<file path="src/inc/flash_guard_defs.vh">
// Purpose: constants for the flash section write guard
// Assumes: word addresses, 17-bit wide
// Notes:   lock codes are 2 bits, 2'b11 means no lock
`ifndef FLASH_GUARD_DEFS_VH
`define FLASH_GUARD_DEFS_VH

`define ADDR_W          17
`define APP_END         17'h16fff
`define TBL_START       17'h17000
`define TBL_END         17'h17fff
`define BOOT_START      17'h18000
`define BOOT_END        17'h18fff
`define SECT_WORDS      17'h01000

`define REG_APP         2'h0
`define REG_TBL         2'h1
`define REG_BOOT        2'h2
`define REG_NONE        2'h3

`define LOCK_W          2
`define LOCK_OPEN       2'h3
`define LOCK_NOWRITE_B  0

`define SIG_WORDS       8
`define SIG_AW          3
`define SIG_CAL0_IDX    3'h0
`define SIG_CAL1_IDX    3'h1
`define SIG_DEVID_IDX   3'h2
`define SIG_LOT_IDX     3'h3
`define SIG_WAFER_IDX   3'h4
`define SIG_XY_IDX      3'h5
`define SIG_CAL2_IDX    3'h6
`define SIG_CAL3_IDX    3'h7

`endif

</file>
<file path="src/logic/sig_row_mem.v">
// Purpose: factory signature row storage, registered read
// Assumes: contents fixed by parameters, read one word per cycle
// Notes:   identity words are arbitrary neutral values
`timescale 1ns/100ps
`include "flash_guard_defs.vh"

module sig_row_mem #(
    parameter [15:0] CAL0_VAL  = 16'h0000,
    parameter [15:0] CAL1_VAL  = 16'h0000,
    parameter [15:0] DEVID_VAL = 16'h1234, // arbitrary
    parameter [15:0] LOT_VAL   = 16'h0000,
    parameter [15:0] WAFER_VAL = 16'h0000,
    parameter [15:0] XY_VAL    = 16'h0000,
    parameter [15:0] CAL2_VAL  = 16'h0000,
    parameter [15:0] CAL3_VAL  = 16'h0000
) (
    input  wire                 sys_clk_in,
    input  wire [`SIG_AW-1:0]   rd_addr_in,
    output reg  [15:0]          rd_data_out
);

    reg [15:0] word;

    always @* begin
        case (rd_addr_in)
            `SIG_CAL0_IDX:  word = CAL0_VAL;
            `SIG_CAL1_IDX:  word = CAL1_VAL;
            `SIG_DEVID_IDX: word = DEVID_VAL;
            `SIG_LOT_IDX:   word = LOT_VAL;
            `SIG_WAFER_IDX: word = WAFER_VAL;
            `SIG_XY_IDX:    word = XY_VAL;
            `SIG_CAL2_IDX:  word = CAL2_VAL;
            default:        word = CAL3_VAL;
        endcase
    end

    always @(posedge sys_clk_in) begin
        rd_data_out <= word;
    end

endmodule // sig_row_mem

</file>
<file path="src/logic/flash_section_write_guard.v">
// Purpose: decides whether a flash store may program, and loads calibration at reset
// Assumes: core presents one store request per pulse, same clock
// Notes:   lock settings come in as straps from fuse logic
`timescale 1ns/100ps
`include "flash_guard_defs.vh"

// How it works
// - stores start only when fetched from boot
// - app and boot regions locked independently
// - table region has its own lock
// - table size equals boot size
// - fixed word-address region decode
// - boot code may write app, table and boot regions, lock permitting
// - boot region lock from boot bits
// - calibration words CAL0 and CAL1 auto-loaded right after reset is released
// - signature row holds id and serial
module flash_section_write_guard #(
    parameter [15:0] CAL0_VAL  = 16'h0000,
    parameter [15:0] CAL1_VAL  = 16'h0000,
    parameter [15:0] DEVID_VAL = 16'h1234, // arbitrary
    parameter [15:0] LOT_VAL   = 16'h0000,
    parameter [15:0] WAFER_VAL = 16'h0000,
    parameter [15:0] XY_VAL    = 16'h0000,
    parameter [15:0] CAL2_VAL  = 16'h0000,
    parameter [15:0] CAL3_VAL  = 16'h0000
) (
    input  wire                 sys_clk_in,
    input  wire                 reset_in,
    input  wire                 store_req_in,
    input  wire [`ADDR_W-1:0]   store_pc_in,
    input  wire [`ADDR_W-1:0]   store_addr_in,
    input  wire [15:0]          store_data_in,
    input  wire [`LOCK_W-1:0]   lock_app_in,
    input  wire [`LOCK_W-1:0]   lock_tbl_in,
    input  wire [`LOCK_W-1:0]   lock_boot_in,
    input  wire                 sig_rd_in,
    input  wire [`SIG_AW-1:0]   sig_addr_in,
    output reg                  prog_go_out,
    output reg  [`ADDR_W-1:0]   prog_addr_out,
    output reg  [15:0]          prog_data_out,
    output reg                  store_done_out,
    output reg                  store_reject_out,
    output reg  [15:0]          cal_osc_out,
    output reg  [15:0]          cal_ana_out,
    output reg                  cal_valid_out,
    output reg  [15:0]          sig_data_out,
    output reg                  sig_valid_out
);

    // ==========================================================
    // region decode
    // ==========================================================
    function [1:0] region_of;
        input [`ADDR_W-1:0] a;
        begin
            if (a <= `APP_END)
                region_of = `REG_APP;
            else if (a <= `TBL_END)
                region_of = `REG_TBL;
            else if (a <= `BOOT_END)
                region_of = `REG_BOOT;
            else
                region_of = `REG_NONE;
        end
    endfunction

    wire [1:0] pc_region  = region_of(store_pc_in);
    wire [1:0] dst_region = region_of(store_addr_in);

    reg [`LOCK_W-1:0] dst_lock;
    always @* begin
        case (dst_region)
            `REG_APP:  dst_lock = lock_app_in;
            `REG_TBL:  dst_lock = lock_tbl_in;
            `REG_BOOT: dst_lock = lock_boot_in;
            default:   dst_lock = {`LOCK_W{1'b0}};
        endcase
    end

    wire from_boot  = (pc_region == `REG_BOOT);
    wire dst_ok     = (dst_region != `REG_NONE);
    wire lock_write = dst_lock[`LOCK_NOWRITE_B];
    wire allow      = from_boot & dst_ok & lock_write;

    // ==========================================================
    // store path
    // ==========================================================
    reg                 nxt_go;
    reg                 nxt_reject;
    reg [`ADDR_W-1:0]   nxt_addr;
    reg [15:0]          nxt_data;

    // rejected store still completes, but flash word and address stay put
    always @* begin
        nxt_go     = 1'b0;
        nxt_reject = 1'b0;
        nxt_addr   = prog_addr_out;
        nxt_data   = prog_data_out;
        if (store_req_in) begin
            if (allow) begin
                nxt_go   = 1'b1;
                nxt_addr = store_addr_in;
                nxt_data = store_data_in;
            end else begin
                nxt_reject = 1'b1;
            end
        end
    end

    always @(posedge sys_clk_in) begin
        if (reset_in) begin
            prog_go_out      <= 1'b0;
            prog_addr_out    <= {`ADDR_W{1'b0}};
            prog_data_out    <= 16'h0000;
            store_done_out   <= 1'b0;
            store_reject_out <= 1'b0;
        end else begin
            prog_go_out      <= nxt_go;
            prog_addr_out    <= nxt_addr;
            prog_data_out    <= nxt_data;
            store_done_out   <= store_req_in;
            store_reject_out <= nxt_reject;
        end
    end

    // ==========================================================
    // signature row and reset-time calibration load
    // ==========================================================
    localparam [1:0] ST_CAL0 = 2'h0;
    localparam [1:0] ST_CAL1 = 2'h1;
    localparam [1:0] ST_FIN  = 2'h2;
    localparam [1:0] ST_RUN  = 2'h3;

    reg [1:0]          state_ff;
    reg [1:0]          nxt_state;
    reg [`SIG_AW-1:0]  mem_addr;
    reg                rd_pend_ff;
    wire [15:0]        mem_data;

    always @* begin
        case (state_ff)
            ST_CAL0: begin
                mem_addr  = `SIG_CAL0_IDX;
                nxt_state = ST_CAL1;
            end
            ST_CAL1: begin
                mem_addr  = `SIG_CAL1_IDX;
                nxt_state = ST_FIN;
            end
            ST_FIN: begin
                mem_addr  = sig_addr_in;
                nxt_state = ST_RUN;
            end
            default: begin
                mem_addr  = sig_addr_in;
                nxt_state = ST_RUN;
            end
        endcase
    end

    sig_row_mem #(
        .CAL0_VAL    (CAL0_VAL),
        .CAL1_VAL    (CAL1_VAL),
        .DEVID_VAL   (DEVID_VAL),
        .LOT_VAL     (LOT_VAL),
        .WAFER_VAL   (WAFER_VAL),
        .XY_VAL      (XY_VAL),
        .CAL2_VAL    (CAL2_VAL),
        .CAL3_VAL    (CAL3_VAL)
    ) u_sig (
        .sys_clk_in  (sys_clk_in),
        .rd_addr_in  (mem_addr),
        .rd_data_out (mem_data)
    );

    // ==========================================================
    // calibration capture
    // ==========================================================
    reg [15:0]         nxt_cal_osc;
    reg [15:0]         nxt_cal_ana;
    reg                nxt_cal_valid;

    // memory read data lags its address by one state
    always @* begin
        nxt_cal_osc   = cal_osc_out;
        nxt_cal_ana   = cal_ana_out;
        nxt_cal_valid = cal_valid_out;
        if (state_ff == ST_CAL1)
            nxt_cal_osc = mem_data;
        if (state_ff == ST_FIN) begin
            nxt_cal_ana   = mem_data;
            nxt_cal_valid = 1'b1;
        end
    end

    always @(posedge sys_clk_in) begin
        if (reset_in) begin
            state_ff      <= ST_CAL0;
            rd_pend_ff    <= 1'b0;
            cal_osc_out   <= 16'h0000;
            cal_ana_out   <= 16'h0000;
            cal_valid_out <= 1'b0;
            sig_data_out  <= 16'h0000;
            sig_valid_out <= 1'b0;
        end else begin
            state_ff      <= nxt_state;
            rd_pend_ff    <= (state_ff == ST_RUN) & sig_rd_in;
            cal_osc_out   <= nxt_cal_osc;
            cal_ana_out   <= nxt_cal_ana;
            cal_valid_out <= nxt_cal_valid;
            sig_valid_out <= rd_pend_ff;
            if (rd_pend_ff)
                sig_data_out <= mem_data;
        end
    end

endmodule // flash_section_write_guard

</file>
<file path="config.mk">
export PLATFORM = sky130hd
export DESIGN_NAME = flash_section_write_guard
export DESIGN_NICKNAME = d
export VERILOG_FILES = /design/src/logic/sig_row_mem.v /design/src/logic/flash_section_write_guard.v
export VERILOG_INCLUDE_DIRS = /design/src /design/src/inc
export SDC_FILE = /design/constraint.sdc
export NUM_CORES = 1
export LEC_CHECK = 0
export BUFFER_PORTS_ARGS = -buffer_cell sky130_fd_sc_hd__buf_2
export CAP_MARGIN = 0
export CORE_ASPECT_RATIO = 1.75
export CORE_MARGIN = 2
export CORE_UTILIZATION = 35
export DETAILED_ROUTE_END_ITERATION = 10
export MAX_ROUTING_LAYER = met4
export PLACE_DENSITY = 0.69
export SYNTH_ARGS = -nofsm -noshare
export SYNTH_HDL_FRONTEND = slang
export SYNTH_SLANG_ARGS = --single-unit
export TNS_END_PERCENT = 1
</file>
<file path="constraint.sdc">
create_clock -name sys_clk_in -period 5.1 [get_ports sys_clk_in]
set_input_delay 1.02 -clock sys_clk_in [delete_from_list [all_inputs] [get_ports sys_clk_in]]
set_output_delay 1.02 -clock sys_clk_in [all_outputs]
set_load 0.05 [all_outputs]
</file>
==> qor.csv, run 1 <==
stage,metric,value,unit
drt,wl_met1,1500,um
timing,period_needed,2.62,ns
grt,antenna_found_initial,1,
placement,pre_cts_slack,2.15,ns
power,clkPwrFrac,31.1,%
timing,slew_viol_final,0,
floorplan,die_w,65.0,um
final_layout,final_util,42.8,%
yosys,synth_area,2280,um2
setup_path,required,5.33,ns
run_status,status,completed,
power,peakVddDrop,0.140,mV
floorplan,die_h,111,um
drt,dr.pass1.iters,4,
grt,grt_usage,12.0,%
floorplan,fp.dieArea,7200,um2
cts,clkTransAtPathRegs,0.08,ns
drt,wire_per_inst,10.4,um
hold_path,min_path_type,reg2reg,
cts,clock-sinks,45,
power,power,0.000691,W
drt,route.met3.wl,323,um
cts,cts_htree_levels,2,
flow_run,drv_cap,0,
setup_path,cp-end-kind,flip-flop,
final_layout,instances_no_fill,396,
drt,drtAntennaViolNets,0,
grt,grt_pass1_vias,1543,
power,p_seq_share,51.8,%
floorplan,rows,38,
timing,fmax,381,MHz
drt,vias_per_cell,4.24,
timing,hold_viol_final,0,
yosys,synth_cell_types,23,
placement,gp_congestion,0.760,
timing,rsz0062_at_grt,no,
cts,cts_resized,0,
power,intPower,0.000481,W
drt,wl_met2,2190,um
floorplan,core,6230,um2
grt,grt.overflow.total,0,
setup_path,crit_fanout,34,
placement,placed_cells,387,
timing,setup_viol,0,
yosys,syn-instance-count,231,
power,p_leak,1.25,nW
timing,skew,0.000576,ns
drt,vias,1678,
placement,numPortBuffers,100,
cts,clock_latency,0.29,ns
grt,grt_pass1_wl,6690,um
drt,drtIter0Drc,43,
final_layout,final_layout_size_suffix_gt1_share,35.6,%
power,power.density,259,nW/um2
floorplan,io_pins,149,
final_layout,synthToLayoutAreaGrowth,17.0,%
timing,setup_tns,0,ns
timing,timing.final.crit_share,51.4,%
cts,clock_path_buffers,2,
cts,cts_setup_buffers,0,
yosys,yosys_warnings,0,
yosys,syn_area_per_cell,9.87,um2
setup_path,crit_arrival,2.85,ns
timing,setup_ws,2.48,ns
drt,drt-total-wl,4100,um
yosys,ys_seq_area_share,39.5,%
setup_path,worstSetupPathType,in2reg,
drt,topRoutingLayerUsed,met4,
cts,cts_tree,built,
cts,clock-root-buffer,clkbuf_8,
cts,holdBufCountCts,0,
power,p_switching,0.000210,W
placement,place_hpwl,2970,um
final_layout,final_nets,377,
setup_path,startpoint_type,input port,
power,comb_power_share,17.1,%
power,switching_share,30.4,%
timing,tightest_slew,0.916,ns
cts,cts_buffers,5,
timing,relSlewSlack,38.9,%
grt,grt_max_degree,77,
yosys,ys_ff_latch,45,
drt,drcViolationCount,0,
floorplan,floorplan.initialDensity,36.6,%
path summary, 6_finish.rpt:
check	startpoint	endpoint	slack (ns)	cells after the start
setup / recovery	store_addr_in[12]	prog_data_out[12]$_SDFFE_PP0P_	2.48	6
setup reg to reg	state_ff[0]$_SDFF_PP0_	cal_ana_out[9]$_SDFFE_PP0N_	4.18	4
hold / removal	cal_valid_out$_SDFFE_PP0N_	cal_valid_out$_SDFFE_PP0N_	0.45	2
hold reg to reg	cal_valid_out$_SDFFE_PP0N_	cal_valid_out$_SDFFE_PP0N_	0.45	2
power by group through the flow:
| stage | logic (W) | clock network [W] | registers (W) |
|---|---|---|---|
| after detailed placement | 0.000118 | 0 | 0.000366 |
| after global routing | 0.000126 | 0.000240 | 0.000359 |
| after floorplan | 0.000103 | 0 | 0.000376 |
| after global placement | 0.000117 | 0 | 0.000366 |
| final | 0.000118 | 0.000215 | 0.000358 |
| after CTS | 0.000118 | 0.000229 | 0.000358 |
metrics by stage:
step	hold slack (ns)	cell area, um2
5_1_grt	0.492	2670
6_report	0.449	2670
3_5_place_dp	0.445	2580
3_3_place_gp	0.433	2580
4_1_cts	0.456	2660
2_1_floorplan	0.433	2400
Yosys cell counts:
library cell | count | area (um2)
buf_4 | 45 | 338
or3_1 | 1 | 6.26
and4b_2 | 1 | 11.3
nor2_1 | 2 | 7.51
buf_12 | 3 | 60.1
nor2b_1 | 3 | 18.8
nor4b_1 | 3 | 26.3
mux2i_1 | 35 | 350
o31a_1 | 1 | 8.76
or2b_1 | 1 | 7.51
a21oi_1 | 5 | 25.0
nand2b_1 | 65 | 407
dfxtp_1 | 45 | 901
nand2_1 | 3 | 11.3
buf_6 | 1 | 11.3
clkbuf_1 | 8 | 30.0
nor4b_2 | 1 | 15.0
inv_1 | 3 | 11.3
o221a_1 | 1 | 11.3
a31o_2 | 1 | 8.76
o21ai_0 | 1 | 5.00
nand3_1 | 1 | 5.00
conb_1 | 1 | 3.75
per-layer routing:
metal / up-vias / GRT usage [%]
met1: 767 / 11.8
met3: 6 / 3.45
met4: 0 / 5.96
met5: - / -
met2: 77 / 20.9
li1: 828 / -
placed cells by master (no fill, tap or decap):
master,netlist,routed
nor2_1,2,2
clkinvlp_4,0,1
clkinv_2,0,2
or2b_1,1,1
and4b_2,1,1
nand2b_1,65,65
nor4b_4,0,1
conb_1,1,33
o221a_1,1,1
diode_2,0,1
mux2i_1,35,35
or3_1,1,1
nor2b_1,3,3
buf_4,45,1
buf_2,0,100
nand2_1,3,3
a31o_2,1,1
dfxtp_1,45,45
o31a_1,1,1
o21ai_0,1,1
clkbuf_8,0,5
a21oi_1,5,5
inv_1,3,3
nand3_1,1,1
nor4b_1,3,3
area by class of cell:
class	instances	area [um2]
Sequential cell	45	901
Fill cell	630	3560
Inverter	3	11.3
Tap cell	80	100
Multi-Input combinational cell	158	1060
Timing Repair Buffer	101	508
Clock buffer	5	68.8
Clock inverter	3	17.5
Antenna cell	1	2.50
sequential cells by signal, indices dropped and copies added (netlist names):
register / cells
sig_data_out: 1
store_done_out: 1
prog_data_out: 16
store_reject_out: 1
rd_pend_ff: 1
u_sig.rd_data_out: 1
sig_valid_out: 1
cal_ana_out: 1
state_ff: 2
cal_valid_out: 1
cal_osc_out: 1
prog_go_out: 1
prog_addr_out: 17
cells by family (layout without fill, tap and decap cells):
family | count (synthesis) | count (layout) | share of synthesized area (%)
compound gates | 9 | 9 | 2.58
buf+inv | 60 | 112 | 19.8
flops | 45 | 45 | 39.5
mux | 35 | 35 | 15.4
other cells | 1 | 34 | 0.164
simple gates | 81 | 81 | 22.6
worst max-delay path, stage by stage:
cell and delay [ns]:
buf_2 0.12, or3_1 0.36, o221a_1 0.29, nor4b_4 0.27
buf_4 0.51, mux2i_1 0.25
Power figures use the tool's default switching activity.
==> run 2, diff against run 1 <==
- clock period: 5.1 -> 2.6 ns (I/O delays scaled with it)
==> qor.csv, run 2 (synthesis results as in run 1) <==
stage,metric,value,unit,change
run_status,status,completed,,
setup_path,crit_fanout,20,,-41%
setup_path,worstSetupPathType,in2reg,,
cts,holdBufCountCts,0,,unchanged
hold_path,hp-start,sig_addr_in[2],,
cts,cts_buffers,5,,unchanged
drt,drtIter0Drc,51,,+19%
cts,clock_latency,0.29,ns,about the same
cts,clock_path_buffers,2,,unchanged
timing,period_needed,1.98,ns,
placement,place_hpwl,3140,um,+5.6%
grt,grt_use_met3,3.45,%,unchanged
drt,vias_per_cell,4.18,,-1.3%
power,peakVddDrop,0.357,mV,+160%
floorplan,fp.dieArea,7200,um2,unchanged
cts,cts_setup_buffers,0,,unchanged
final_layout,num-fill-cells,634,,+0.63%
power,power.density,544,nW/um2,+110%
grt,grt_pass1_wl,6640,um,-0.73%
cts,clock-sinks,45,,unchanged
final_layout,final_layout_size_suffix_gt1_share,35.6,%,+0.091 points
final_layout,top_register,prog_addr_out,,
final_layout,final_cell_mix,"buf_2 (100), nand2b_1 (65), dfxtp_1 (45), mux2i_1 (35), conb_1 (33)",,
setup_path,startpoint_type,input port,,
final_layout,synthToLayoutAreaGrowth,18.8,%,
grt,grt_use_met2,22.4,%,+1.5 points
setup_path,cp-startpoint,store_addr_in[12],,
drt,drcViolationCount,0,,unchanged
final_layout,instances_no_fill,397,,+0.25%
final_layout,mostFrequentLayoutCell,buf_2,,
placement,placed_cells,389,,+0.52%
grt,grt.overflow.total,0,,unchanged
placement,numPortBuffers,100,,unchanged
setup_path,required,2.82,ns,-2.51 ns
final_layout,antenna_cells,0,,-1
timing,relSlewSlack,44.2,%,+5.3 points
timing,rsz0062_at_grt,no,,
hold_path,min_path_type,in2reg,,
placement,gp_congestion,0.744,,-2.1%
grt,grt_usage,12.0,%,+0.029 points
floorplan,core,6230,um2,unchanged
cts,cts_resized,0,,unchanged
timing,setup_viol,0,,unchanged
timing,fmax,506,MHz,
cts,clock-root-buffer,clkbuf_8,,
drt,drt-total-wl,4140,um,+1.0%
setup_path,cp-end-kind,flip-flop,,
floorplan,rows,38,,unchanged
floorplan,die_h,111,um,unchanged
floorplan,io_pins,149,,unchanged
grt,antenna_found_initial,0,,-1
power,p_leak,1.27,nW,+2.0%
final_layout,largest_reg_flops,17,,unchanged
drt,drtAntennaViolNets,0,,unchanged
final_layout,final_nets,379,,+0.53%
drt,dr.pass1.iters,4,,unchanged
setup_path,timing.rr.start,state_ff[0]$_SDFF_PP0_,,
grt,busiest_layer,met2,,
flow_run,drv_cap,0,,unchanged
timing,slew_viol_final,0,,unchanged
drt,wire_per_inst,10.4,um,+0.77%
cts,cts_htree_levels,2,,unchanged
timing,skew,0.00105,ns,+0.000478 ns
timing,setup_tns,0,ns,unchanged
timing,hold_viol_final,0,,unchanged
grt,use_met1,10.3,%,-1.5 points
timing,tightest_slew,0.837,ns,-0.0794 ns
grt,grt_max_degree,72,,-6.5%
final_layout,reg_top3,"prog_addr_out (17), prog_data_out (16), state_ff (2)",,
floorplan,floorplan.initialDensity,36.6,%,unchanged
cts,cts_tree,built,,
timing,timing.final.crit_share,76.0,%,
grt,grt_pass1_vias,1547,,+0.26%
drt,vias,1661,,-1.0%
cts,clkTransAtPathRegs,0.08,ns,about the same
setup_path,crit_arrival,2.20,ns,-0.65 ns
floorplan,die_w,65.0,um,unchanged
==> run 2: critical path, stage by stage <==
cell and delay [ns]:
buf_2 0.11, or3_1 0.36, o221a_1 0.30, nor4b_4 0.30, buf_4 0.37, mux2i_1 0.23
==> run 2: per-layer routing <==
| layer | routed length [um] | vias up | part of all wire [%] |
|---|---|---|---|
| met5 | 0 | - | 0 |
| met4 | 97 | 0 | 2.3 |
| met3 | 329 | 6 | 7.9 |
| met2 | 2270 | 76 | 55 |
| met1 | 1450 | 747 | 35 |
| li1 | - | 832 | - |
==> run 2: cell type report <==
type | instances | area (um2) | area share [%]
Multi-Input combinational cell | 158 | 1060 | 39.0
Sequential cell | 45 | 901 | 33.3
Timing Repair Buffer | 103 | 523 | 19.3
Tap cell | 80 | 100 | 3.70
Clock buffer | 7 | 86.3 | 3.19
Clock inverter | 1 | 30.0 | 1.11
Inverter | 3 | 11.3 | 0.416
==> run 2: power by group <==
part	total, W	switching (W)	leakage, nW	internal, W
registers	0.000702	0.00000452	0.364	0.000697
logic	0.000233	0.000171	0.853	0.0000618
clock network	0.000540	0.000227	0.0585	0.000313
==> run 2: final timing paths <==
kind | end | slack, ns | cells past startpoint
max | prog_addr_out[3]$_SDFFE_PP0P_ | 0.62 | 6
min reg2reg | cal_valid_out$_SDFFE_PP0N_ | 0.45 | 2
max reg2reg | cal_ana_out[9]$_SDFFE_PP0N_ | 1.73 | 4
min | u_sig.rd_data_out[9]$_DFF_P_ | 0.38 | 2
==> run 2: stage by stage <==
step	utilization [%]	total power (W)	cell area (um2)	worst slack, ns	hold slack (ns)
CTS	43.5	0.00150	2710	0.615	0.355
detailed placement	41.6	0.000952	2590	0.295	0.438
floorplan	-	0.000941	2400	0.621	0.433
global placement	41.6	0.000949	2590	0.340	0.435
finish	43.5	0.00147	2710	0.623	0.375
global route	43.5	0.00155	2710	0.502	0.351
